File: src/common/eac_pkg.sv
// Package for the energy accumulator configuration block
package eac_pkg;
  // ==========================================================
  // Register map
  localparam logic [15:0] ACC_CFG_ADDR    = 16'hE701;
  localparam logic [15:0] LCYC_CFG_ADDR   = 16'hE702;
  localparam logic [15:0] REV_STATUS_ADDR = 16'hE703;
  // ==========================================================
  // Accumulation config fields
  localparam int ACC_MODE_LSB   = 0;
  localparam int WIRE_SEL_LSB   = 4;
  localparam int ACT_REV_SRC    = 6;
  localparam int REACT_REV_SRC  = 7;
  localparam logic [7:0] ACC_CFG_RESET  = 8'h00;
  // ==========================================================
  // Line-cycle config fields
  localparam int ACT_LC_EN      = 0;
  localparam int REACT_LC_EN    = 1;
  localparam int APP_LC_EN      = 2;
  localparam int ZX_SEL_LSB     = 3;
  localparam int CLR_ON_READ    = 6;
  localparam logic [7:0] LCYC_CFG_RESET = 8'h78;
  // ==========================================================
  // Status bit positions of reversal flags
  localparam int ACT_REV_FLAG_LSB   = 6;
  localparam int REACT_REV_FLAG_LSB = 10;
  // ==========================================================
  // Wiring configurations
  localparam logic [1:0] WIRE_WYE3  = 2'h0;
  localparam logic [1:0] WIRE_DELTA3 = 2'h1;
  localparam logic [1:0] WIRE_WYE2  = 2'h2;
  localparam logic [1:0] WIRE_DELTA4 = 2'h3;
endpackage : eac_pkg

File: src/hdl/eac_top.sv
// Energy accumulator input selection and configuration
//
// Summary of operation
// - Bits 5:4 select wiring configuration, reset 00, steering accumulator inputs.
// - Reactive current input is each phase current shifted by minus ninety degrees, except Phase B under select 01, which uses its unshifted current.
// - Select 00 uses each phase's own voltage and current.
// - Select 01 derives Phase B voltage as A minus C.
// - Select 10 derives Phase B voltage as minus A minus C.
// - Select 11 derives Phase B voltage as minus A.
// - Active is V times I, reactive V times shifted I, apparent rms product.
// - Bit 6 picks total or fundamental active power for reversal flags 6..8.
// - Bit 7 picks total or fundamental reactive power for flags 10..12.
// - Variants lacking fundamental power hold both source bits at zero.
// - Line-cycle bit 0 puts watt-hour accumulators in line-cycle mode.
// - Line-cycle bit 1 does the same for var-hour; zero without reactive.
// - Line-cycle bit 2 does the same for VA-hour accumulators.
// - Bits 3..5, reset one, add Phase A, B, C zero crossings.
// - Several selected phases each advance the count, shortening the period.
// - Bit 6, reset one, makes energy reads clear the accumulator.
// - Bit 7 is reserved and affects nothing.
//
// Chosen here: the strobed register port.
`timescale 1ns/1ps
module eac_top
  import eac_pkg::*;
#(
  parameter int  SW       = 24,
  parameter int  RW       = 24,
  parameter bit  HAS_FUND = 1'b1,
  parameter bit  HAS_REACT = 1'b1
) (
  // Clock and reset
  input  wire logic                clk_i,
  input  wire logic                rst_i,
  // Register port
  input  wire logic [15:0]         addr_i,
  input  wire logic [7:0]          wdata_i,
  input  wire logic                wr_i,
  input  wire logic                rd_i,
  output logic      [7:0]          rdata_o,
  // Per-phase samples, one sample period per strobe
  input  wire logic                sample_i,
  input  wire logic signed [SW-1:0] va_i,
  input  wire logic signed [SW-1:0] vb_i,
  input  wire logic signed [SW-1:0] vc_i,
  input  wire logic signed [SW-1:0] ia_i,
  input  wire logic signed [SW-1:0] ib_i,
  input  wire logic signed [SW-1:0] ic_i,
  input  wire logic signed [SW-1:0] ia_q_i,
  input  wire logic signed [SW-1:0] ib_q_i,
  input  wire logic signed [SW-1:0] ic_q_i,
  input  wire logic [RW-1:0]       vrms_a_i,
  input  wire logic [RW-1:0]       vrms_b_i,
  input  wire logic [RW-1:0]       vrms_c_i,
  input  wire logic [RW-1:0]       vrms_ac_i,
  input  wire logic [RW-1:0]       irms_a_i,
  input  wire logic [RW-1:0]       irms_b_i,
  input  wire logic [RW-1:0]       irms_c_i,
  // Power sign inputs, bit per phase A..C
  input  wire logic [2:0]          act_neg_total_i,
  input  wire logic [2:0]          act_neg_fund_i,
  input  wire logic [2:0]          react_neg_total_i,
  input  wire logic [2:0]          react_neg_fund_i,
  // Zero-crossing events per phase
  input  wire logic [2:0]          zx_i,
  // Energy accumulator read events, one bit per accumulator
  input  wire logic [14:0]         energy_rd_i,
  // Selected accumulator inputs
  output logic                     sample_o,
  output logic signed [SW-1:0]     act_v_o [3],
  output logic signed [SW-1:0]     act_i_o [3],
  output logic signed [SW-1:0]     react_v_o [3],
  output logic signed [SW-1:0]     react_i_o [3],
  output logic [RW-1:0]            app_v_o [3],
  output logic [RW-1:0]            app_i_o [3],
  output logic [RW-1:0]            phase_b_voltage_rms_o,
  // Mode and event outputs
  output logic                     active_line_cycle_enable_o,
  output logic                     reactive_line_cycle_enable_o,
  output logic                     apparent_line_cycle_enable_o,
  output logic [1:0]               zx_count_o,
  output logic [14:0]              energy_clear_o,
  output logic [5:0]               reversal_flags_o
);

  // ==========================================================
  // Parameter checks
  if (SW < 2 || RW < 1) begin : g_bad_width
    $error("eac_top: sample widths too small");
  end

  // ==========================================================
  // State
  typedef struct packed {
    logic [7:0]          acc_cfg;
    logic [7:0]          lcyc_cfg;
    logic [7:0]          rdata;
    logic                smp;
    logic [2:0][SW-1:0]  av;
    logic [2:0][SW-1:0]  ai;
    logic [2:0][SW-1:0]  rv;
    logic [2:0][SW-1:0]  ri;
    logic [2:0][RW-1:0]  pv;
    logic [2:0][RW-1:0]  pi;
    logic [RW-1:0]       brms;
    logic [1:0]          zxc;
    logic [14:0]         clr;
    logic [5:0]          rev;
  } eac_state_t;

  eac_state_t st;
  eac_state_t next_st;

  logic [1:0]    wire_sel;
  logic signed [SW-1:0] vb_sel;

  // Phase B voltage by wiring select
  function automatic logic signed [SW-1:0] eac_phase_b(
    input logic [1:0]            sel,
    input logic signed [SW-1:0]  a,
    input logic signed [SW-1:0]  b,
    input logic signed [SW-1:0]  c
  );
    case (sel)
      WIRE_WYE3:   eac_phase_b = b;
      WIRE_DELTA3: eac_phase_b = SW'(a - c);
      WIRE_WYE2:   eac_phase_b = SW'(-a - c);
      WIRE_DELTA4: eac_phase_b = SW'(-a);
      default:     eac_phase_b = b;
    endcase
  endfunction : eac_phase_b

  // Count of set bits
  function automatic logic [1:0] eac_pop3(input logic [2:0] v);
    eac_pop3 = 2'(v[0]) + 2'(v[1]) + 2'(v[2]);
  endfunction : eac_pop3

  assign wire_sel = st.acc_cfg[WIRE_SEL_LSB +: 2];
  assign vb_sel   = eac_phase_b(wire_sel, va_i, vb_i, vc_i);

  // ==========================================================
  // Next-state logic
  always_comb begin
    next_st = st;
    next_st.rdata = 8'h00;
    // Register writes
    if (wr_i) begin
      if (addr_i == ACC_CFG_ADDR) begin
        next_st.acc_cfg = wdata_i;
        if (!HAS_FUND) begin
          next_st.acc_cfg[ACT_REV_SRC]   = 1'b0;
          next_st.acc_cfg[REACT_REV_SRC] = 1'b0;
        end
      end else if (addr_i == LCYC_CFG_ADDR) begin
        next_st.lcyc_cfg = wdata_i;
        if (!HAS_REACT) begin
          next_st.lcyc_cfg[REACT_LC_EN] = 1'b0;
        end
      end
    end
    // Register reads
    if (rd_i) begin
      case (addr_i)
        ACC_CFG_ADDR:    next_st.rdata = st.acc_cfg;
        LCYC_CFG_ADDR:   next_st.rdata = st.lcyc_cfg;
        REV_STATUS_ADDR: next_st.rdata = {2'h0, st.rev};
        default:         next_st.rdata = 8'h00;
      endcase
    end
    // Accumulator inputs, all taken from one sample strobe
    next_st.smp = sample_i;
    if (sample_i) begin
      next_st.av[0] = va_i;
      next_st.av[1] = vb_sel;
      next_st.av[2] = vc_i;
      next_st.ai[0] = ia_i;
      next_st.ai[1] = ib_i;
      next_st.ai[2] = ic_i;
      next_st.rv    = next_st.av;
      next_st.ri[0] = ia_q_i;
      next_st.ri[1] = (wire_sel == WIRE_DELTA3) ? ib_i : ib_q_i;
      next_st.ri[2] = ic_q_i;
      next_st.pv[0] = vrms_a_i;
      next_st.pv[1] = (wire_sel == WIRE_DELTA3) ? vrms_ac_i : vrms_b_i;
      next_st.pv[2] = vrms_c_i;
      next_st.pi[0] = irms_a_i;
      next_st.pi[1] = irms_b_i;
      next_st.pi[2] = irms_c_i;
      next_st.brms  = (wire_sel == WIRE_DELTA3) ? vrms_ac_i : vrms_b_i;
    end
    // Reversal flag source selection
    next_st.rev[2:0] = st.acc_cfg[ACT_REV_SRC] ? act_neg_fund_i : act_neg_total_i;
    next_st.rev[5:3] = st.acc_cfg[REACT_REV_SRC] ? react_neg_fund_i : react_neg_total_i;
    // Zero crossings from every selected phase advance the count
    next_st.zxc = eac_pop3(zx_i & st.lcyc_cfg[ZX_SEL_LSB +: 3]);
    // Clear on read
    next_st.clr = st.lcyc_cfg[CLR_ON_READ] ? energy_rd_i : 15'h0000;
  end

  // ==========================================================
  // State register
  always_ff @(posedge clk_i or posedge rst_i) begin
    if (rst_i) begin
      st          <= '0;
      st.acc_cfg  <= ACC_CFG_RESET;
      st.lcyc_cfg <= LCYC_CFG_RESET;
    end else begin
      st <= next_st;
    end
  end

  // ==========================================================
  // Outputs
  assign rdata_o                      = st.rdata;
  assign sample_o                     = st.smp;
  assign phase_b_voltage_rms_o        = st.brms;
  assign active_line_cycle_enable_o   = st.lcyc_cfg[ACT_LC_EN];
  assign reactive_line_cycle_enable_o = st.lcyc_cfg[REACT_LC_EN];
  assign apparent_line_cycle_enable_o = st.lcyc_cfg[APP_LC_EN];
  assign zx_count_o                   = st.zxc;
  assign energy_clear_o               = st.clr;
  assign reversal_flags_o             = st.rev;

  always_comb begin
    for (int k = 0; k < 3; k++) begin
      act_v_o[k]   = st.av[k];
      act_i_o[k]   = st.ai[k];
      react_v_o[k] = st.rv[k];
      react_i_o[k] = st.ri[k];
      app_v_o[k]   = st.pv[k];
      app_i_o[k]   = st.pi[k];
    end
  end

endmodule : eac_top

File: config.mk
export PLATFORM = sky130hd
export DESIGN_NAME = eac_top
export DESIGN_NICKNAME = d
export VERILOG_FILES = /design/src/common/eac_pkg.sv /design/src/hdl/eac_top.sv
export SDC_FILE = /design/constraint.sdc
export NUM_CORES = 1
export LEC_CHECK = 0
export BUFFER_PORTS_ARGS = -buffer_cell sky130_fd_sc_hd__buf_2
export CORE_AREA = 2 2 363 365
export CTS_CLUSTER_SIZE = 28
export DETAILED_ROUTE_END_ITERATION = 6
export DIE_AREA = 0 0 365 367
export PLACE_DENSITY_LB_ADDON = 0.12
export SYNTH_ARGS = -nofsm -noshare
export SYNTH_HDL_FRONTEND = slang
export SYNTH_SLANG_ARGS = --single-unit
File: constraint.sdc
create_clock -name clk_i -period 14.38 [get_ports clk_i]
set_input_delay 0 -clock clk_i [delete_from_list [all_inputs] [get_ports clk_i]]
set_output_delay 0 -clock clk_i [all_outputs]
set_load 0.005 [all_outputs]
* Word level (Yosys, flattened, before mapping)
Index checks and enable logic that the tools add are counted.
W data, S select, Z words.
** Storage, ports and cells
- Flip-flop bits (word level) :: 408
- Input bits :: 443
- Output and inout bits :: 491
- Word-level logic and storage cells :: 46
** Cells by class
- Add/subtract/negate cells :: 5
- Equal/unequal tests :: 6
- Multiplexer cells :: 8
- Bitwise operators :: 2
- Reductions and logical operators :: 3
** Operators by type and width (number)
- $pmux W24 S4 :: 1
- $eq A16 B16 Y1 const B :: 3
- $mux W24 :: 2
- $sub A24 B24 Y24 :: 2
- $neg A24 Y24 :: 1
- $pmux W8 S3 :: 1
- $mux W15 :: 1
- $mux W8 :: 1
- $mux W3 :: 2
- $eq A2 B2 Y1 const B :: 2
- $and A3 B3 Y3 :: 1
- $reduce_and A3 Y1 :: 1
- $add A1 B1 Y2 :: 1
- $add A2 B1 Y2 :: 1
- $eq A2 B1 Y1 const B :: 1
- $logic_not A2 Y1 :: 1
- $reduce_and A2 Y1 :: 1
- $not A1 Y1 :: 1

* Longest topological paths before layout
Gate-level depths: netlist of run 1.
- Depth in word-level cells :: 3
- Mapped depth :: 16
- Gate-level depth less buffers :: 16

* Worst setup path after synthesis of run 1
Ideal clock, no wire load.
- Kind :: reg2reg
- Start point :: register st[500] (netlist name)
- End point :: register st (netlist bit react_v_o[46])
- Setup time :: 138 ps
- Data arrival time :: 3360 ps
- Data required time :: 14242 ps
- Slack :: 10881 ps
- Stages on the path, launching flop included :: 15
- Buffers on the path :: 2
- Clock period less this slack :: 3499 ps
- Path through :: dfrtp_1 inv_1 ha_1 clkbuf_1 clkbuf_1 nand2_1 xnor2_1 ha_1 a21o_1 a21oi_1 a211o_1 a21oi_1 a21oi_1 and4_1 or4_1
** On the way
- Cells in the longest elaborated chain, start to end :: 2
- Elaborated cells on any way between the ends :: 5
- Classes of those cells :: eq/ne (3); mux (1); reduce/logical (1)
** RTL lines
- from (decl) :: RTL line eac_top.sv:111 : eac_state_t st;
- from (signal assigned) :: RTL line eac_top.sv:208 : st <= next_st;
- $eq A2 B2 Y1, or another cell as far along :: RTL line eac_top.sv:124 : case (sel)
- $pmux W24 S4 (*) :: RTL line eac_top.sv:124
Every way passes the cells marked *; elsewhere a longest branch is shown, timed or not.
A chain may end at the register's enable or synchronous reset.

* Worst setup path after layout of run 1
- Start point :: input va_i[0]
- End point :: register st (netlist bit react_v_o[39])
** On the way
- Cells in the longest elaborated chain, start to end :: 3
- Elaborated cells on any way between the ends :: 4
- Classes of those cells :: add/sub (3); mux (1)
** RTL lines
- from (decl) :: RTL line eac_top.sv:43 : input wire logic signed [SW-1:0] va_i,
- $neg A24 Y24 :: RTL line eac_top.sv:127, eac_top.sv:128
- $sub A24 B24 Y24 :: RTL line eac_top.sv:127 : WIRE_WYE2: eac_phase_b = SW'(-a - c);
- $pmux W24 S4 (*) :: RTL line eac_top.sv:124
Marked as above.

==> results of run 1 <==
-- metrics by stage --
step	hold slack [ns]	power [mW]	utilization	area [um^2]
after floorplan	0.0314	1.71	-	21600
after global placement	0.204	1.84	0.189	24700
after detailed placement	0.217	1.83	0.189	24700
after CTS	0.0273	3.40	0.241	31500
after global routing	0.0686	3.50	0.241	31500
final	0.0304	3.31	0.241	31500
-- worst paths after layout --
check / from / to / slack, ns / depth (start not counted)
worst max-delay path: va_i[0] / react_v_o[39] / 9.99 / 17
worst min-delay path: rst_i / app_i_o[49] / 0.03 / 3
worst max register to register: st[500] / react_v_o[39] / 10.11 / 14
worst min register to register: react_i_o[68] / react_i_o[68] / 0.50 / 1
max in group asynchronous: rst_i / phase_b_voltage_rms_o[19] / 12.16 / 5
min in group clk_i: energy_rd_i[12] / energy_clear_o[12] / 0.11 / 3
-- cell families (layout without fill, tap and decap cells) --
group / Yosys count / in the layout / synth area share
DFF: 408 / 408 / 0.473
buffers and inverters: 608 / 1593 / 0.191
xor gates and xnor gates: 58 / 58 / 0.0235
muxes: 371 / 371 / 0.190
other: 0 / 7 / 0
adders and majority gates: 30 / 30 / 0.0181
AOI/OAI and AO/OA: 194 / 194 / 0.0548
and+or+nand+nor: 215 / 215 / 0.0502
-- cells in the final DEF (no fill, tap or decap), types with 5 or more instances in the layout --
cell,count
sky130_fd_sc_hd__xor2_1,18
sky130_fd_sc_hd__a21o_1,5
sky130_fd_sc_hd__mux2_2,319
sky130_fd_sc_hd__ha_1,27
sky130_fd_sc_hd__a21oi_1,82
sky130_fd_sc_hd__clkbuf_8,8
sky130_fd_sc_hd__inv_1,45
sky130_fd_sc_hd__diode_2,7
sky130_fd_sc_hd__o21ai_0,33
sky130_fd_sc_hd__xnor2_1,40
sky130_fd_sc_hd__nand2b_1,12
sky130_fd_sc_hd__nor3_1,8
sky130_fd_sc_hd__nor2_1,77
sky130_fd_sc_hd__o22ai_1,18
sky130_fd_sc_hd__o21a_1,5
sky130_fd_sc_hd__nand2_1,49
sky130_fd_sc_hd__buf_4,13
sky130_fd_sc_hd__a22oi_1,12
sky130_fd_sc_hd__a221oi_1,10
sky130_fd_sc_hd__mux2i_1,52
sky130_fd_sc_hd__and2_1,21
sky130_fd_sc_hd__clkinv_2,8
sky130_fd_sc_hd__or3_1,7
sky130_fd_sc_hd__dlygate4sd3_1,499
sky130_fd_sc_hd__clkbuf_16,55
sky130_fd_sc_hd__buf_2,932
sky130_fd_sc_hd__dfrtp_1,404
sky130_fd_sc_hd__clkbuf_1,20
-- power groups by stage --
stage | sequential (mW) | clock [mW] | combinational (mW)
2_1_floorplan | 1.31 | 0 | 0.392
3_3_place_gp | 1.34 | 0 | 0.497
3_5_place_dp | 1.34 | 0 | 0.495
4_1_cts | 1.32 | 1.46 | 0.616
5_1_grt | 1.33 | 1.51 | 0.660
6_report | 1.32 | 1.39 | 0.602
-- metal layers --
metal	track usage	vias to the layer above	part of all wire
li1	-	7802	-
met2	0.219	580	0.51
met1	0.138	8299	0.40
met3	0.0262	104	0.058
met4	0.0336	0	0.026
met5	0	-	0
-- registers in the layout (all words and copies together), names as in the netlist --
| name | cells |
|---|---|
| zx_count_o | 2 |
| energy_clear_o | 15 |
| sample_o | 1 |
| react_v_o | 72 |
| reversal_flags_o | 6 |
| react_i_o | 72 |
| apparent_line_cycle_enable_o | 1 |
| phase_b_voltage_rms_o | 24 |
| rdata_o | 8 |
| app_i_o | 72 |
| active_line_cycle_enable_o | 1 |
| act_i_o | 72 |
| app_v_o | 48 |
| st | 13 |
| reactive_line_cycle_enable_o | 1 |
-- worst max-delay path, delay by kind of cell --
kind                       cells  cell delay, ns
AOI/OAI and AO/OA              5            1.68
buffers and inverters          4            1.37
and+or+nand+nor                4            0.97
adders and majority gates      2            0.60
xor gates and xnor gates       2            0.32
-- final cells by class --
type,count,area [um^2]
antenna,7,17.5
multi-input combinational,868,7290
clock inverter,18,250
sequential,408,10200
timing repair buffer,1446,9790
inverter,46,180
tap,1755,2200
clock buffer,83,1560
fill,14200,99000
-- what timing repair did --
action | 4_1_cts | 5_1_grt
setup endpoints to repair | 0 | 0
hold buffers | 499 | 0
endpoints found under the hold margin | 508 | 0
==> flow_summary.json, run 1 <==
{
  "setup_ws_ns": 9.99,
  "via_count_of_the_first_global_routing_pass": 18200,
  "initial_utilization": 0.166,
  "cts_post_setup_buffers_inserted": 0,
  "post_route_cells_drive_above_1_share": 0.476,
  "placementRows": 133,
  "final_cells": 4631,
  "cts_root_buffer": "sky130_fd_sc_hd__clkbuf_16",
  "wl_per_cell_um": 18.0,
  "total_number_of_clock_tree_sinks": 408,
  "switching_share": 0.273,
  "netlist.top_cell.by_area": "sky130_fd_sc_hd__dfrtp_1",
  "slew_headroom": 0.312,
  "critical_path_arrival_ns": 4.94,
  "worst_clock_skew_ns": 0.0298,
  "criticalPathCategory": "input port to flop",
  "finalHoldViolCount": 0,
  "ys_top_cells_by_count": "sky130_fd_sc_hd__buf_4, sky130_fd_sc_hd__dfrtp_1, sky130_fd_sc_hd__mux2_2, sky130_fd_sc_hd__a21oi_1, sky130_fd_sc_hd__nor2_1",
  "hpwlAfterDp_mm": 63.8,
  "clk-insertion-delay-late_ns": 0.64,
  "finalWeightedCongestion": 0.790,
  "cp_max_fo": 5,
  "grtUsageTotal": 0.120,
  "holdCritPathClass": "input port to asynchronous set/reset pin",
  "finalSetupViolations": 0,
  "pwr-share-clk": 0.420,
  "clk_transition_reported_paths_ns": 0.06,
  "post_synth.cell_area_avg_um2": 11.5,
  "worst_pin_slew_ns": 1.03,
  "place.port_buffers": 933,
  "critPathSlowestCell": "sky130_fd_sc_hd__o41ai_1",
  "internal-power_mw": 2.41,
  "cap_violations": 0,
  "leakage_nw": 14.3,
  "cts_htree_levels": 2,
  "cts_made_buffers": 55,
  "num_vias": 16800,
  "setup_total_negative_slack_ns": 0,
  "sequentialPowerShare": 0.398,
  "netlist_area_mm2": 0.0216,
  "core_mm2": 0.130,
  "critical-path-max-stage-delay_ns": 0.94,
  "timing.critical_path.from_type": "input port",
  "grt_pass1_wl_mm": 120,
  "switching_power_mw": 0.903,
  "antenna_left": 0,
  "routed_wirelength_mm": 83.1,
  "drv_slew": 0,
  "synth-edff-count": 0,
  "endpoint_kind": "flop",
  "detail_route.iter0.violations": 558,
  "design.die.area_mm2": 0.134,
  "layout-area-overhead-vs-synth_pct": 45.7,
  "dp.cells": 4024,
  "synth.yosys.seq_area_share": 0.473,
  "post_synth_num_cell_types": 64,
  "post_cts.resized_instances": 0,
  "synth_ff_type": "sky130_fd_sc_hd__dfrtp_1",
  "grt_setup_unrepaired": "false",
  "max_root_sink_buffers": 3,
  "timing.fmax_ghz": 0.228,
  "detail_route.drc_violations": 0,
  "grt_antenna_before_repair": 4,
  "ys.warnings.count": 0,
  "die-height_um": 367,
  "gr-total-overflow": 0,
  "timing.final.crit_share": 0.305,
  "finalNetCount": 3298,
  "worst_ep_required_time_ns": 14.93,
  "cell_with_the_most_instances_after_synthesis": "sky130_fd_sc_hd__buf_4",
  "drt_pass_1_iters": 5,
  "asyncSetResetFlopFracSynth": 1.00,
  "shortest_clock_period_the_worst_path_allows_after_layout_ns": 4.39,
  "die_width_um": 365,
  "cts_tree": "built",
  "outcome": "completed",
  "worst_path_most_repeated_cell": "sky130_fd_sc_hd__nand2_1",
  "peakVddDrop_uv": 93.5,
  "io_pins": 934,
  "netlist_top_cells_area": "sky130_fd_sc_hd__dfrtp_1, sky130_fd_sc_hd__buf_4, sky130_fd_sc_hd__mux2_2, sky130_fd_sc_hd__mux2i_1, sky130_fd_sc_hd__a21oi_1",
  "vias_per_cell": 3.62,
  "yosysTopAreaCellShare": 0.468,
  "ys_ff_latch": 408,
  "netlist_instances": 1884,
  "comb_pwr_share": 0.182,
  "grt_start_max_net_pins": 152,
  "crit_chain": "dlygate4sd3_1 > buf_2 > inv_1 > ha_1 > nor3b_1 > nand2_1 > o21ai_0 > xnor2_1 > ha_1 > nand2_1 > a21oi_1 > o21ai_0 > o41ai_1 > xor2_1 > o2111ai_1 > dlygate4sd3_1 > nand2_1",
  "powerDensity_mw_per_mm2": 105,
  "number_of_nets_produced_by_synthesis": 2357,
  "placement.setup.worst_slack_ns": 10.26
}
(Power assumes the default switching activity.)
==> run 2, diff against run 1 <==
==> constraint.sdc (replaced) <==
create_clock -name clk_i -period 4.5 [get_ports clk_i]
set_input_delay 0 -clock clk_i [delete_from_list [all_inputs] [get_ports clk_i]]
set_output_delay 0 -clock clk_i [all_outputs]
set_load 0.005 [all_outputs]
==> run 2 against run 1 <==
Clock power grew to 3.1 times the previous value. Cell count is 0.58% lower. Die area stayed put. Largest power group unchanged. Clock skew is 0.0062 ns lower.
==> flow_summary.json, run 2 (synthesis results as in run 1) <==
{
  "outcome": "completed",
  "regToRegStartpoint": "st[500]",
  "finalSetupViolations": 0,
  "met2_use_gr": 0.213,
  "hpwlAfterDp_mm": 63.1,
  "worst_clock_skew_ns": 0.0235,
  "die-height_um": 367,
  "design.die.area_mm2": 0.134,
  "grt_busiest_layer": "met2",
  "worst_pin_slew_ns": 1.11,
  "initial_utilization": 0.166,
  "holdCritPathClass": "input port to flop",
  "finalWeightedCongestion": 0.809,
  "critPathSlowestCell": "sky130_fd_sc_hd__o41ai_2",
  "timing.fmax_ghz": 0.247,
  "peakVddDrop_uv": 275,
  "grt_pass1_wl_mm": 119,
  "cts_root_buffer": "sky130_fd_sc_hd__clkbuf_16",
  "layout-area-overhead-vs-synth_pct": 44.6,
  "critical_path_arrival_ns": 4.63,
  "vias_per_cell": 3.63,
  "total_number_of_clock_tree_sinks": 408,
  "finalHoldViolCount": 0,
  "criticalPathCategory": "flop to flop",
  "leakage_nw": 14.2,
  "post_route_cells_drive_above_1_share": 0.479,
  "num_vias": 16700,
  "antenna_left": 0,
  "setup_total_negative_slack_ns": 0,
  "powerDensity_mw_per_mm2": 334,
  "wl_per_cell_um": 18.0,
  "endpoint_kind": "flop",
  "holdCritStartpoint": "addr_i[1]",
  "slew_headroom": 0.257,
  "comb_pwr_share": 0.182,
  "shortest_clock_period_the_worst_path_allows_after_layout_ns": 4.05,
  "die_width_um": 365,
  "clk-insertion-delay-late_ns": 0.64,
  "final.fill_count": 14200,
  "detail_route.iter0.violations": 665,
  "worst_path_dominant_cell_family": "compound AO/OA/AOI/OAI gates",
  "cts_tree": "built",
  "critical-path-max-stage-delay_ns": 0.62,
  "io_pins": 934,
  "routed_wirelength_mm": 82.8,
  "grtUsageTotal": 0.119,
  "drv_slew": 0,
  "worst-r2r-cell-count": 14,
  "gr-total-overflow": 0,
  "cap_violations": 0,
  "switching_share": 0.273,
  "cp_max_fo": 18,
  "pwr-share-clk": 0.414,
  "grt_antenna_before_repair": 4,
  "holdPathStages": 4,
  "switching_power_mw": 2.85,
  "grt_setup_unrepaired": "false",
  "timing.final.crit_share": 0.901,
  "most-common-layout-cells": "sky130_fd_sc_hd__buf_2, sky130_fd_sc_hd__dlygate4sd3_1, sky130_fd_sc_hd__dfrtp_1, sky130_fd_sc_hd__mux2_2, sky130_fd_sc_hd__a21oi_1",
  "crit-reg2reg-capture": "react_v_o[39]",
  "gr-usage-met1": 0.138,
  "internal-power_mw": 7.58,
  "clk_transition_reported_paths_ns": 0.06,
  "max_root_sink_buffers": 3,
  "sequentialPowerShare": 0.404,
  "reg2reg_setup_slack_ns": 0.45,
  "via_count_of_the_first_global_routing_pass": 18300,
  "finalNetCount": 3279,
  "finalPower_mw": 10.4,
  "cts_made_buffers": 56,
  "whs_endpoint": "rdata_o[6]",
  "detail_route.drc_violations": 0,
  "most_common_cell_after_layout_fill_and_taps_aside": "sky130_fd_sc_hd__buf_2",
  "place.port_buffers": 933,
  "gr-usage-met3": 0.0278,
  "core_mm2": 0.130,
  "timing.critical_path.from_type": "flop",
  "crit_chain": "inv_1 > ha_1 > buf_4 > nand2_1 > xnor2_1 > ha_1 > o21ai_0 > a21oi_1 > o21ai_1 > o41ai_2 > xor2_1 > o2111ai_1 > dlygate4sd3_1 > nand2_1",
  "worst-path-buf-inv": 3,
  "placementRows": 133,
  "grt_start_max_net_pins": 161,
  "drt_pass_1_iters": 5,
  "cts_htree_levels": 2,
  "worst_ep_required_time_ns": 5.08
}
[run 2: what timing repair did]
action / 4_1_cts / 5_1_grt
hold endpoints to repair: 458 / 0
buffers inserted: 0 / 0
hold buffers: 476 / 0
gates resized for setup: 0 / 2
endpoints found under the setup margin: 0 / 2
[run 2: metrics by stage]
step,utilization,instance area (um^2),setup slack (ns),hold WS (ns),cells
2_1_floorplan,-,21600,-0.994,0.0314,1884
3_3_place_gp,0.190,24700,0.668,0.169,4027
3_5_place_dp,0.190,24700,0.607,0.172,4027
4_1_cts,0.239,31200,0.135,0.0117,4600
5_1_grt,0.240,31200,0.108,0.0649,4601
6_report,0.240,31300,0.446,0.0708,4604
[run 2: worst min-delay path: stages]
cell and delay (ns):
sky130_fd_sc_hd__buf_2 0.30, sky130_fd_sc_hd__nor2b_1 0.16, sky130_fd_sc_hd__a22oi_1 0.14, sky130_fd_sc_hd__nor2_1 0.05
[run 2: power by group through the flow]
stage / Sequential, mW / Clock (mW) / Combinational [mW]
floorplan: 4.20 / 0 / 1.25
global placement: 4.27 / 0 / 1.59
detailed placement: 4.28 / 0 / 1.59
CTS: 4.22 / 4.54 / 1.95
global route: 4.26 / 4.69 / 2.09
finish: 4.21 / 4.32 / 1.90
[run 2: how the worst max path moves through the flow]
stage	start	end	slack [ns]	cells after the start
global placement	st[500]	react_v_o[43]	0.67	13
CTS	st[500]	react_v_o[39]	0.14	14
detailed placement	st[500]	react_v_o[46]	0.61	12
floorplan	rst_i	act_i_o[0]	-0.99	1
global route	st[500]	react_v_o[47]	0.11	14
finish	st[500]	react_v_o[39]	0.45	14
[run 2: cell type report]
type / count / area [um^2] / share of cell area
Antenna cell: 4 / 10.0 / 0.000320
Multi-Input combinational cell: 868 / 7300 / 0.234
Timing Repair Buffer: 1426 / 9620 / 0.308
Inverter: 46 / 176 / 0.00564
Sequential cell: 408 / 10200 / 0.327
Clock buffer: 86 / 1590 / 0.0510
Tap cell: 1755 / 2200 / 0.0703
Clock inverter: 11 / 140 / 0.00448
[run 2: per-layer routing]
metal / wire length, um / share of wire
met3: 4990 / 0.060
met4: 2640 / 0.032
met2: 41900 / 0.51
met1: 33200 / 0.40
met5: 25 / 0.00030
